**config.mk**
```make
export PLATFORM = sky130hd
export DESIGN_NAME = pnl_node
export DESIGN_NICKNAME = d
export VERILOG_FILES = /design/src/pkg/pnl_pkg.sv /design/src/hdl/pnl_node.sv /design/src/hdl/pnl_sync.sv /design/src/hdl/pnl_tick.sv
export VERILOG_INCLUDE_DIRS = /design/src /design/src/pkg
export SDC_FILE = /design/constraint.sdc
export NUM_CORES = 1
export LEC_CHECK = 0
export CELL_PAD_IN_SITES_DETAIL_PLACEMENT = 1
export CELL_PAD_IN_SITES_GLOBAL_PLACEMENT = 1
export CORE_MARGIN = 4
export CORE_UTILIZATION = 50
export DETAILED_ROUTE_END_ITERATION = 8
export DONT_BUFFER_PORTS = 1
export PLACE_DENSITY_LB_ADDON = 0.15
export SETUP_SLACK_MARGIN = 0.1
export SYNTH_ARGS = -nofsm -noshare
export SYNTH_HDL_FRONTEND = slang
export SYNTH_SLANG_ARGS = --single-unit
```
**constraint.sdc**
```tcl
create_clock -name clk -period 5.6 [get_ports clk]
set_clock_uncertainty 0.2 [all_clocks]
set_input_delay 0.28 -clock clk [delete_from_list [all_inputs] [get_ports clk]]
set_output_delay 0.28 -clock clk [all_outputs]
set_load 0.02 [all_outputs]
```
**src/pkg/pnl_params.svh**
```systemverilog
// Constants for the panel node link and status block: timing counts and
// indicator patterns. Assumes a 100 MHz system clock.
`ifndef PNL_PARAMS_SVH
`define PNL_PARAMS_SVH

`define PNL_CLK_HZ          100000000
// Connection attempt time per network, seconds
`define PNL_TRY_SEC         4
// First disconnected wait, seconds
`define PNL_WAIT_FIRST_SEC  4
// Growth of the wait per failed cycle, seconds
`define PNL_WAIT_STEP_SEC   12
// Ceiling of the wait, minutes
`define PNL_WAIT_MAX_MIN    17
// Ceiling in seconds
`define PNL_WAIT_MAX_SEC    (`PNL_WAIT_MAX_MIN * 60)
// Flash period in ticks of the second tick divider, eight phases
`define PNL_FLASH_PHASES    8
`define PNL_FLASH_LIT       1
// Number of switch inputs and indicator outputs
`define PNL_CHANNELS        128

`endif

```
**src/pkg/pnl_pkg.sv**
```systemverilog
// Types for the panel node link and status block.
// Assumes pnl_params.svh is included by the design files.
package pnl_pkg;

   // Connection manager states
   typedef enum logic [2:0]
   {
      PNL_TRY_A   = 3'h0,
      PNL_TRY_B   = 3'h1,
      PNL_CONN_A  = 3'h2,
      PNL_CONN_B  = 3'h3,
      PNL_WAIT    = 3'h4
   } pnl_conn_t;

endpackage

```
**src/hdl/pnl_node.sv**
```systemverilog
// Panel node link and status logic: network selection with backoff,
// connect indicators, and the switch-to-indicator functional test.
// Assumes the network transceiver reports link-up per network, and that
// the host side consumes one switch event per acknowledge.
//
// Overview of operation
// - Try network B four seconds before waiting
// - Wait four seconds first, then add twelve
// - Wait growth stops at seventeen minutes
// - Test fault flash lit one eighth period
// - Only reset button or host command ends test
// - Report switch presses and faults during test
// - In test, closed switch lights matching indicator
// - 128 switch inputs, 128 indicator outputs
// - Exactly one of five connection states
// - Connect lit when connected, B only on B
// - Fall back to B only when A fails
`timescale 1ns/1ns
`include "pnl_params.svh"
module pnl_node
#(
   parameter int CYC_PER_SEC = `PNL_CLK_HZ   // Shorten for simulation
)
(
   input  wire logic         clk,
   input  wire logic         srst,
   input  wire logic         link_up_a,
   input  wire logic         link_up_b,
   output logic              net_sel_b,
   output logic              net_enable,
   output logic              connected_a,
   output logic              connected_b,
   output logic              connect_led,
   output logic              net_b_led,
   input  wire logic [127:0] switch_in,
   input  wire logic [127:0] switch_fault,
   output logic      [127:0] indicator_out,
   input  wire logic [127:0] indicator_cmd,
   input  wire logic         reset_button,
   input  wire logic         host_test_start,
   input  wire logic         host_reset_cmd,
   output logic              test_active,
   output logic              fault_led,
   output logic              event_valid,
   input  wire logic         event_ready,
   output logic [6:0]        event_chan,
   output logic              event_closed,
   output logic              event_fault
);

   localparam int NCH = `PNL_CHANNELS;

   // Synchronised pin inputs
   logic [NCH-1:0] sw_s;          // Switch contacts
   logic [NCH-1:0] flt_s;         // Per-switch fault detect
   logic           btn_s;         // Local reset button
   logic           btn_d;         // Button delayed for edge detect
   logic [1:0]     link_s;        // Link-up from each network

   // Timing
   logic           sec_tick;      // One pulse per second
   logic [2:0]     phase;         // Eighth-second phase

   // Connection manager
   pnl_pkg::pnl_conn_t state;     // Current connection state
   logic [10:0]    sec_cnt;       // Seconds spent in current state
   logic [10:0]    wait_len;      // Length of the next disconnected wait

   // Event scanning
   logic [NCH-1:0] sw_seen;       // Switch level last reported
   logic [NCH-1:0] flt_seen;      // Fault level last reported
   logic [6:0]     scan;          // Channel being scanned

   pnl_sync #(.W(NCH)) u_sync_sw
   (
      .clk  (clk),
      .din  (switch_in),
      .dout (sw_s)
   );

   pnl_sync #(.W(NCH)) u_sync_flt
   (
      .clk  (clk),
      .din  (switch_fault),
      .dout (flt_s)
   );

   pnl_sync #(.W(3)) u_sync_misc
   (
      .clk  (clk),
      .din  ({reset_button, link_up_b, link_up_a}),
      .dout ({btn_s, link_s})
   );

   pnl_tick #(.CYC_PER_SEC(CYC_PER_SEC)) u_tick
   (
      .clk      (clk),
      .srst     (srst),
      .sec_tick (sec_tick),
      .phase    (phase)
   );

   // Connection state machine; one state at a time by construction
   always_ff @(posedge clk)
   begin
      if (srst)
      begin
         state    <= pnl_pkg::PNL_TRY_A;
         sec_cnt  <= 11'h0;
         wait_len <= 11'(`PNL_WAIT_FIRST_SEC);
      end
      else
      begin
         case (state)
            pnl_pkg::PNL_TRY_A:
            begin
               // Network A is tried first after reset, link loss or wait
               if (link_s[0])
               begin
                  state    <= pnl_pkg::PNL_CONN_A;
                  sec_cnt  <= 11'h0;
                  wait_len <= 11'(`PNL_WAIT_FIRST_SEC);
               end
               else if (sec_tick && sec_cnt == 11'(`PNL_TRY_SEC - 1))
               begin
                  // A failed its attempt; only now fall back to B
                  state   <= pnl_pkg::PNL_TRY_B;
                  sec_cnt <= 11'h0;
               end
               else if (sec_tick)
                  sec_cnt <= sec_cnt + 11'h1;
            end
            pnl_pkg::PNL_TRY_B:
            begin
               if (link_s[1])
               begin
                  state    <= pnl_pkg::PNL_CONN_B;
                  sec_cnt  <= 11'h0;
                  wait_len <= 11'(`PNL_WAIT_FIRST_SEC);
               end
               else if (sec_tick && sec_cnt == 11'(`PNL_TRY_SEC - 1))
               begin
                  // Four seconds on B done, go quiet
                  state   <= pnl_pkg::PNL_WAIT;
                  sec_cnt <= 11'h0;
               end
               else if (sec_tick)
                  sec_cnt <= sec_cnt + 11'h1;
            end
            pnl_pkg::PNL_CONN_A:
            begin
               // Losing A restarts the cycle from A
               if (!link_s[0])
               begin
                  state   <= pnl_pkg::PNL_TRY_A;
                  sec_cnt <= 11'h0;
               end
            end
            pnl_pkg::PNL_CONN_B:
            begin
               // Losing B restarts from A, which may have recovered
               if (!link_s[1])
               begin
                  state   <= pnl_pkg::PNL_TRY_A;
                  sec_cnt <= 11'h0;
               end
            end
            pnl_pkg::PNL_WAIT:
            begin
               if (sec_tick && sec_cnt == wait_len - 11'h1)
               begin
                  state   <= pnl_pkg::PNL_TRY_A;
                  sec_cnt <= 11'h0;
                  // Grow the wait by twelve seconds, clamp at ceiling
                  if (wait_len + 11'(`PNL_WAIT_STEP_SEC) >= 11'(`PNL_WAIT_MAX_SEC))
                     wait_len <= 11'(`PNL_WAIT_MAX_SEC);
                  else
                     wait_len <= wait_len + 11'(`PNL_WAIT_STEP_SEC);
               end
               else if (sec_tick)
                  sec_cnt <= sec_cnt + 11'h1;
            end
            default:
            begin
               state   <= pnl_pkg::PNL_TRY_A;
               sec_cnt <= 11'h0;
            end
         endcase
      end
   end

   // Transceiver steering and connection indicators, registered
   always_ff @(posedge clk)
   begin
      if (srst)
      begin
         net_sel_b   <= 1'b0;
         net_enable  <= 1'b0;
         connected_a <= 1'b0;
         connected_b <= 1'b0;
         connect_led <= 1'b0;
         net_b_led   <= 1'b0;
      end
      else
      begin
         net_sel_b   <= (state == pnl_pkg::PNL_TRY_B) || (state == pnl_pkg::PNL_CONN_B);
         net_enable  <= (state != pnl_pkg::PNL_WAIT);
         connected_a <= (state == pnl_pkg::PNL_CONN_A);
         connected_b <= (state == pnl_pkg::PNL_CONN_B);
         connect_led <= (state == pnl_pkg::PNL_CONN_A) || (state == pnl_pkg::PNL_CONN_B);
         // B lamp means A failed its last attempt
         net_b_led   <= (state == pnl_pkg::PNL_CONN_B);
      end
   end

   // Test mode: entered by host, left only by button or host reset
   always_ff @(posedge clk)
   begin
      if (srst)
      begin
         test_active <= 1'b0;
         btn_d       <= 1'b0;
      end
      else
      begin
         btn_d <= btn_s;
         if ((btn_s && !btn_d) || host_reset_cmd)
            test_active <= 1'b0;
         else if (host_test_start)
            test_active <= 1'b1;
      end
   end

   // Fault lamp: one phase of eight lit while testing
   always_ff @(posedge clk)
   begin
      if (srst)
         fault_led <= 1'b0;
      else
         fault_led <= test_active && (phase < 3'(`PNL_FLASH_LIT));
   end

   // Per-channel indicator drive: loopback in test, host command otherwise
   genvar gi;
   generate
      for (gi = 0; gi < NCH; gi++)
      begin : g_ind
         always_ff @(posedge clk)
         begin
            if (srst)
               indicator_out[gi] <= 1'b0;
            else if (test_active)
               indicator_out[gi] <= sw_s[gi];
            else
               indicator_out[gi] <= indicator_cmd[gi];
         end
      end
   endgenerate

   // Event scanner: walks channels, reports a change to the host
   // One event at a time; a change held until its channel comes round.
   always_ff @(posedge clk)
   begin
      if (srst)
      begin
         scan         <= 7'h0;
         sw_seen      <= '0;
         flt_seen     <= '0;
         event_valid  <= 1'b0;
         event_chan   <= 7'h0;
         event_closed <= 1'b0;
         event_fault  <= 1'b0;
      end
      else if (event_valid)
      begin
         // Hold the event until the host takes it
         if (event_ready)
            event_valid <= 1'b0;
      end
      else
      begin
         scan <= scan + 7'h1;
         if (test_active &&
             (sw_s[scan] != sw_seen[scan] || flt_s[scan] != flt_seen[scan]))
         begin
            event_valid    <= 1'b1;
            event_chan     <= scan;
            event_closed   <= sw_s[scan];
            event_fault    <= flt_s[scan];
            sw_seen[scan]  <= sw_s[scan];
            flt_seen[scan] <= flt_s[scan];
         end
         else if (!test_active)
         begin
            // Track levels so test entry reports only fresh changes
            sw_seen[scan]  <= sw_s[scan];
            flt_seen[scan] <= flt_s[scan];
         end
      end
   end

endmodule

```
**src/hdl/pnl_sync.sv**
```systemverilog
// Two-flop synchroniser for a vector of pin inputs.
// Assumes inputs come from outside the clock domain.
`timescale 1ns/1ns
module pnl_sync
#(
   parameter int W = 1
)
(
   input  wire logic         clk,
   input  wire logic [W-1:0] din,
   output logic      [W-1:0] dout
);

   logic [W-1:0] meta; // First stage, read only by second stage

   // Plain double flop; no reset so pin levels settle freely
   always_ff @(posedge clk)
   begin
      meta <= din;
      dout <= meta;
   end

endmodule

```
**src/hdl/pnl_tick.sv**
```systemverilog
// Divider producing a one-cycle pulse once per second and a three-bit
// phase that steps eight times per second for indicator flashing.
// Assumes a 100 MHz clock and synchronous active-high reset.
`timescale 1ns/1ns
`include "pnl_params.svh"
module pnl_tick
#(
   parameter int CYC_PER_SEC = `PNL_CLK_HZ
)
(
   input  wire logic       clk,
   input  wire logic       srst,
   output logic            sec_tick,
   output logic [2:0]      phase
);

   localparam int PH_CYC = CYC_PER_SEC / `PNL_FLASH_PHASES;

   logic [31:0] cnt; // Cycle count within one eighth second

   // Eighth-second divider; phase wraps once per second
   always_ff @(posedge clk)
   begin
      if (srst)
      begin
         cnt      <= 32'h0;
         phase    <= 3'h0;
         sec_tick <= 1'b0;
      end
      else if (cnt == 32'(PH_CYC - 1))
      begin
         cnt      <= 32'h0;
         phase    <= phase + 3'h1;
         sec_tick <= (phase == 3'h7);
      end
      else
      begin
         cnt      <= cnt + 32'h1;
         sec_tick <= 1'b0;
      end
   end

endmodule

```
==> results of run 1 <==
-- layer usage --
metal | GRT usage, % | overflow
met3 | 51.9 | 0
met2 | 85.6 | 7
met5 | 18.9 | 0
met4 | 72.9 | 8
met1 | 65.9 | 0
-- kinds of logic after synthesis --
family,Yosys count
buffers and inverters,215
and+or+nand+nor,947
muxes,424
adders and majority gates,8
AOI/OAI and AO/OA,236
DFF,986
xor gates and xnor gates,53
-- per-stage QoR --
stage / hold WS, ns / instance area (um^2)
CTS: 0.000796 / 45000
detailed placement: 0.108 / 34200
global placement: 0.108 / 34200
floorplan: 0.108 / 33600
-- timing repair --
item,CTS
gates resized for setup,0
hold buffers,729
hold endpoints to repair,695
setup endpoints to repair,0
==> results.ini, run 1 <==
[synthesis]
synthFlopType=dfxtp_1
yosysSeqAreaShare_pct=58.7
synth_simple_gate_area_share_pct=13.9
yosysTopAreaCell=dfxtp_1
synth-edff-count=0
synth_xor_area_share_pct=1.38
yosysTopAreaCellShare_pct=58.7
synth_compound_area_share_pct=3.87
ys_ff_latch=986
synthTopCellsByCount=dfxtp_1, nor2_1, mux2i_1
muxShareOfSynthArea_pct=18.9
synth_top_family_by_area=multiplexers
synthTopCellsByArea=dfxtp_1, mux4_2, mux2i_1
syn_nets=3269
avgSynthCellArea_um2=11.7
synth_cells=2869
async_flop_share_pct=0
synth_fa_ha_area_share_pct=0.298
yosysWarnings=0
synth_area_um2=33600
synth_most_common_cell=dfxtp_1
synth_cell_type_count=55

[status]
status=stopped before the end
stop_stage=5_1_grt
firstError=[ERROR GRT-0232] Routing congestion too high. Check the congestion heatmap in the GUI.

[floorplanning]
ios=538
start_util_pct=50.8
rows=94
die_y_um=267
die_w_um=267

[placement]
dp_hpwl_mm=68.3
pre_cts_ws_ns=0.391
port_buffers=0
dp_cells=3562
gp_congestion=0.853

[clock_network]
h-tree-depth=3
clock_sinks=986
clock_path_buffers=3
clock_tree.root_cell=clkbuf_16
cts_setup_buffers=0
cts_made_buffers=96

[sta]
worst-endpoint-pin-kind=register data pin
worst_endpoint=flt_seen[76]$_SDFFE_PP0P_/D

[grt]
grt_max_degree=342
antenna_found_initial=78
gr-total-overflow=15
groute.usage.overall_pct=68.1

==> inputs of run 2 (changes only) <==
--- a/config.mk
+++ b/config.mk
@@ -6,14 +6,11 @@
 export SDC_FILE = /design/constraint.sdc
 export NUM_CORES = 1
 export LEC_CHECK = 0
-export CELL_PAD_IN_SITES_DETAIL_PLACEMENT = 1
-export CELL_PAD_IN_SITES_GLOBAL_PLACEMENT = 1
 export CORE_MARGIN = 4
-export CORE_UTILIZATION = 50
+export CORE_UTILIZATION = 40
 export DETAILED_ROUTE_END_ITERATION = 8
 export DONT_BUFFER_PORTS = 1
 export PLACE_DENSITY_LB_ADDON = 0.15
-export SETUP_SLACK_MARGIN = 0.1
 export SYNTH_ARGS = -nofsm -noshare
 export SYNTH_HDL_FRONTEND = slang
 export SYNTH_SLANG_ARGS = --single-unit
==> results.ini, run 2 <==
[power]
switchingPower_w=0.00389
seqPwrFrac_pct=47.1
pwr-share-clk_pct=44.5
p_leak_nw=18.1
peakVddDrop_mv=0.277
power_density_nw_per_um2=353
comb_power_share_pct=8.4
intPower_w=0.0122
swShare_pct=24.2

[synthesis]
synth_area_um2=33600  ; unchanged
synth_xor_area_share_pct=1.38  ; unchanged
synth_compound_area_share_pct=3.87  ; unchanged
syn_nets=3269  ; unchanged
yosysTopAreaCellShare_pct=58.7  ; unchanged
yosysWarnings=0  ; unchanged
synthFlopType=dfxtp_1  ; unchanged
ys_ff_latch=986  ; unchanged
synthTopCellsByArea=dfxtp_1, mux4_2, mux2i_1  ; unchanged
avgSynthCellArea_um2=11.7  ; unchanged
yosysSeqAreaShare_pct=58.7  ; unchanged
synth_cell_type_count=55  ; unchanged
synthTopCellsByCount=dfxtp_1, nor2_1, mux2i_1  ; unchanged
async_flop_share_pct=0  ; unchanged
yosysTopAreaCell=dfxtp_1  ; unchanged
synth_top_family_by_area=multiplexers  ; unchanged
synth_simple_gate_area_share_pct=13.9  ; unchanged
synth-edff-count=0  ; unchanged
synth_cells=2869  ; unchanged
muxShareOfSynthArea_pct=18.9  ; unchanged
synth_fa_ha_area_share_pct=0.298  ; unchanged
synth_most_common_cell=dfxtp_1  ; unchanged

[critical_path]
path_class=reg -> reg
timing.rr.start=scan[0]
rrSetupSlack_ns=0.70
r2r-end=sw_seen[102]
crit_arrival_ns=5.21
critPathLaunchType=register
cp.required_ns=5.91
end_kind=register
path_max_fanout=77
cp-endpoint=sw_seen[102]
r2r_cells=10
crit_start=scan[0]

[hold_path]
hp-class=in -> reg

[cells_and_area]
syn_to_final_growth_pct=35.6
layout_commonest_cell=dfxtp_1
final_area_um2=45600
nets=3946
layout-drive-gt1-share_pct=10.7
n_fill_cell=6551
layout_common_cells=dfxtp_1, dlygate4sd3_1, nor2_1, mux2i_1, a21oi_1
fin_util_pct=54.6
multi_input_area_um2=12900
regArea_um2=19800

[sta]
finalCritPeriodShare_pct=87.5
rsz0062_at_grt=no
setup_viol=0
fmax_ghz=0.204
hold_ws_ns=0.0306
maxSlewHeadroom_pct=15.4
hold_viol_final=0
setup_tns_ns=0
maxSlewViolCount=0
min_period_ns=4.90
tightest_slew_ns=1.27

[grt]
antenna_found_initial=6
grt_max_degree=328
grt_pass1_wl_mm=164
first_global_vias=26600
groute.usage.overall_pct=23.8
gr-total-overflow=0

[floorplanning]
design.die.area_um2=88700
die_y_um=298  ; was 267 um
ios=538  ; unchanged
rows=106  ; was 94
core_um2=83400
die_w_um=298  ; was 267 um
start_util_pct=40.3  ; was 50.8%

[drt]
first_pass_iters=5
avgViaCountPerCell=5.28
ant_nets=0
vias=24900
drt_iter0_markers=1580
wl_mm=109
drcViolationCount=0
route.detailed.wl_per_inst_um=23.1

[status]
status=finished, final reports clean  ; was stopped before the end

[clock_network]
clock_latency_ns=0.68
clock_path_buffers=3  ; unchanged
h-tree-depth=3  ; unchanged
cts.clk_slew.worst_paths_ns=0.07
cts_tree=built
cts_made_buffers=99  ; was 96
cts_setup_buffers=0  ; unchanged
clock_tree.root_cell=clkbuf_16  ; unchanged
clock_sinks=986  ; unchanged

[placement]
placed_cell_area_um2=34400  ; was 34200 um^2
gp_congestion=0.847  ; was 0.853
dp_hpwl_mm=64.1  ; was 68.3 mm
port_buffers=0  ; unchanged

[flow_run]
maxCapViolCount=0

-- run 2: cell counts after synthesis --
No cell type changed its count.
-- run 2: cells by family (layout without fill, tap and decap cells) --
kind of cell | Yosys count | in the layout
buffers and inverters | 215 | 975
AO/OA/AOI/OAI | 236 | 236
other | 0 | 7
AND/OR/NAND/NOR | 947 | 947
XOR/XNOR | 53 | 53
flip-flops | 986 | 986
multiplexers | 424 | 424
adder cells (fa/ha/maj) | 8 | 8
-- run 2: power by group through the flow --
stage	Combinational, W	Clock (W)	Sequential, W
floorplan	0.000667	0	0.00758
global placement	0.000833	0	0.00771
detailed placement	0.000841	0	0.00771
CTS	0.00132	0.00720	0.00756
global route	0.00144	0.00755	0.00759
finish	0.00136	0.00715	0.00757
-- run 2: how the worst min path moves through the flow --
stage,startpoint,to,slack [ns],depth (start not counted)
3_3_place_gp,switch_fault[19],u_sync_flt.meta[19],0.11,0
3_5_place_dp,switch_fault[19],u_sync_flt.meta[19],0.11,0
5_1_grt,switch_in[102],u_sync_sw.meta[102],0.009,1
2_1_floorplan,switch_fault[0],u_sync_flt.meta[0],0.11,0
4_1_cts,switch_in[102],u_sync_sw.meta[102],0.0005,1
6_report,switch_in[102],u_sync_sw.meta[102],0.03,1
-- run 2: final cells by class --
cell class                      instances  share of cell area (%)
Clock inverter                         51                    1.64
Sequential cell                       986                    43.3
Inverter                                6                  0.0494
Tap cell                             1080                    2.96
Timing Repair Buffer                  785                    17.4
Multi-Input combinational cell       1668                    28.4
Antenna cell                            7                  0.0384
Clock buffer                          133                    6.20
-- run 2: worst max-delay path, cell delays in order (launching register included) --
cell and delay (ns):
dfxtp_4 0.52, buf_12 0.30, mux4_2 0.56, mux4_2 0.55, mux4_2 0.52, mux2i_4 0.26
xor2_1 0.25, or3b_4 0.46, buf_4 0.66, nand2_1 0.21, mux2i_1 0.17
-- run 2: routing by layer --
metal	wire length, um	vias up	GRT usage (%)
li1	-	11400	-
met1	44400	12300	29.5
met2	53800	931	40.9
met3	6560	246	4.76
met4	4230	0	9.51
met5	0	-	0
-- run 2: repair_timing --
action                                  4_1_cts  5_1_grt
endpoints found under the setup margin        0        0
gates resized for setup                       0        0
hold buffers                                752        1
hold endpoints to repair                    695       33
-- run 2: per-stage QoR --
step / total power [W] / instances / setup WS, ns
after floorplan: 0.00825 / 2869 / 1.51
after global placement: 0.00854 / 3771 / 0.823
after detailed placement: 0.00855 / 3771 / 0.748
after CTS: 0.0161 / 4707 / 0.718
after global routing: 0.0166 / 4715 / 0.470
final: 0.0161 / 4716 / 0.701
Note: power is estimated with default switching activity, not from simulation.
==> inputs of run 3 (changes only) <==
--- a/config.mk
+++ b/config.mk
@@ -11,6 +11,7 @@
 export DETAILED_ROUTE_END_ITERATION = 8
 export DONT_BUFFER_PORTS = 1
 export PLACE_DENSITY_LB_ADDON = 0.15
+export REMOVE_ABC_BUFFERS = 1
 export SYNTH_ARGS = -nofsm -noshare
 export SYNTH_HDL_FRONTEND = slang
 export SYNTH_SLANG_ARGS = --single-unit
==> results.ini, run 3 (synthesis gave the netlist of run 2 again) <==
[status]
status=finished, final reports clean  ; unchanged

[floorplanning]
core_um2=83400  ; unchanged
die_y_um=298  ; unchanged
rows=106  ; unchanged
ios=538  ; unchanged
design.die.area_um2=88700  ; unchanged
start_util_pct=40.3  ; unchanged
die_w_um=298  ; unchanged

[critical_path]
crit_path_frequent_cell=mux4_2  ; unchanged
cp_num_buf_inv=2  ; unchanged
slowest_delay_ns=0.57  ; was 0.66 ns
crit_path_top_delay_cell=dfxtp_4  ; was buf_4
critPathLaunchType=register  ; unchanged
path_max_fanout=195  ; was 77
cpLargestDelayFamily=multiplexers  ; unchanged
path_class=reg -> reg  ; unchanged
end_kind=register  ; unchanged
cp.required_ns=5.94  ; was 5.91 ns
crit_arrival_ns=5.06  ; was 5.21 ns
crit_chain=buf_4 -> mux4_2 -> mux4_2 -> mux4_2 -> mux2i_4 -> xor2_1 -> or3b_4 -> buf_12 -> and2_1 -> a211oi_1  ; was buf_12 -> mux4_2 -> mux4_2 -> mux4_2 -> mux2i_4 -> xor2_1 -> or3b_4 -> buf_4 -> nand2_1 -> mux2i_1

[drt]
ant_nets=0  ; unchanged
wl_mm=103  ; was 109 mm
vias=24500  ; was 24900
avgViaCountPerCell=5.24  ; was 5.28
route.detailed.wl_per_inst_um=22.1  ; was 23.1 um
first_pass_iters=7  ; was 5
drcViolationCount=0  ; unchanged
drt_iter0_markers=1803  ; was 1580

[power]
p_leak_nw=17.8  ; was 18.1 nW
power_density_nw_per_um2=352  ; was 353 nW/um^2
fin_total_pwr_w=0.0159  ; was 0.0161 W
peakVddDrop_mv=0.244  ; was 0.277 mV

[placement]
pre_cts_ws_ns=0.902  ; was 0.748 ns
port_buffers=0  ; unchanged
dp_hpwl_mm=60.6  ; was 64.1 mm
dp_cells=3770  ; was 3771
gp_congestion=0.828  ; was 0.847

[grt]
first_global_vias=26000  ; was 26600
groute.usage.overall_pct=22.6  ; was 23.8%
grt_pass1_wl_mm=157  ; was 164 mm
antenna_found_initial=8  ; was 6
gr-total-overflow=0  ; unchanged
grt_max_degree=351  ; was 328

[sta]
setup_viol=0  ; unchanged
tightest_slew_ns=1.27  ; about the same
setup_ws_ns=0.889  ; was 0.701 ns
maxSlewHeadroom_pct=15.4  ; about the same
maxSlewViolCount=0  ; unchanged
hold_viol_final=0  ; unchanged
rsz0062_at_grt=no  ; unchanged
min_period_ns=4.71  ; was 4.90 ns
fmax_ghz=0.212  ; was 0.204 GHz
finalCritPeriodShare_pct=84.1  ; was 87.5%

[flow_run]
maxCapViolCount=0  ; unchanged

[cells_and_area]
syn_to_final_growth_pct=34.0  ; was 35.6%
layout_commonest_cell=dfxtp_1  ; unchanged
instances_no_fill=4670  ; was 4716
nets=3900  ; was 3946
layout-drive-gt1-share_pct=10.7  ; about the same
layout_common_cells=dfxtp_1, dlygate4sd3_1, nor2_1, mux2i_1, a21oi_1  ; unchanged

[clock_network]
h-tree-depth=3  ; unchanged
clock_path_buffers=3  ; unchanged
clock_tree.root_cell=clkbuf_16  ; unchanged
cts_made_buffers=100  ; was 99
clock_latency_ns=0.67  ; was 0.68 ns
cts_tree=built  ; unchanged
clock_sinks=986  ; unchanged
cts.clk_slew.worst_paths_ns=0.06  ; was 0.07 ns
ctsResizeCount=0  ; unchanged

[hold_path]
hp-class=in -> reg  ; unchanged

==> run 3: path summary, 6_finish.rpt <==
kind	depth (start not counted)	from	to	slack [ns]
setup / recovery	10	scan[2]	flt_seen[15]	0.89
setup reg to reg	10	scan[2]	flt_seen[15]	0.89
hold reg to reg	0	u_sync_sw.meta[23]	u_sync_sw.dout[23]	0.12
hold / removal	1	switch_in[14]	u_sync_sw.meta[14]	0.04
==> run 3: final cells by class <==
cell class                 instances  area [um^2]
timing repair buffer             738         7500
inverter                           6         22.5
clock inverter                    61          785
tap                             1080         1350
fill                            6564        38400
clock buffer                     124         2680
multi-input combinational       1668        12900
sequential                       986        19800
antenna                            7         17.5
==> run 3: per-stage QoR <==
| stage | area (um^2) | utilization [%] | setup TNS, ns | hold WS [ns] |
|---|---|---|---|---|
| 6_report | 45000 | 54.0 | 0 | 0.0426 |
| 5_1_grt | 45000 | 54.0 | 0 | 0.00947 |
| 4_1_cts | 45000 | 53.9 | 0 | 0.0000546 |
| 3_5_place_dp | 34400 | 41.3 | 0 | 0.108 |
| 3_3_place_gp | 34400 | 41.3 | 0 | 0.108 |
| 2_1_floorplan | 32700 | - | -2161.39 | 0.108 |
==> run 3: routing by layer <==
layer	track usage [%]	routed length (um)	part of all wire, %
met4	9.66	4320	4.2
met3	4.40	5890	5.7
met1	27.8	41600	40
met2	38.9	51400	50
met5	0	15	0.015
==> run 3: power by group <==
part / total (W) / switching (W) / internal [W]
combinational: 0.00131 / 0.000617 / 0.000689
sequential: 0.00755 / 0.000262 / 0.00729
clock: 0.00700 / 0.00299 / 0.00401
==> run 3: what timing repair did <==
| action | in CTS | in global routing |
|---|---|---|
| endpoints found under the hold margin | 695 | 26 |
| hold buffers | 705 | 2 |
| setup buffers | 0 | 0 |
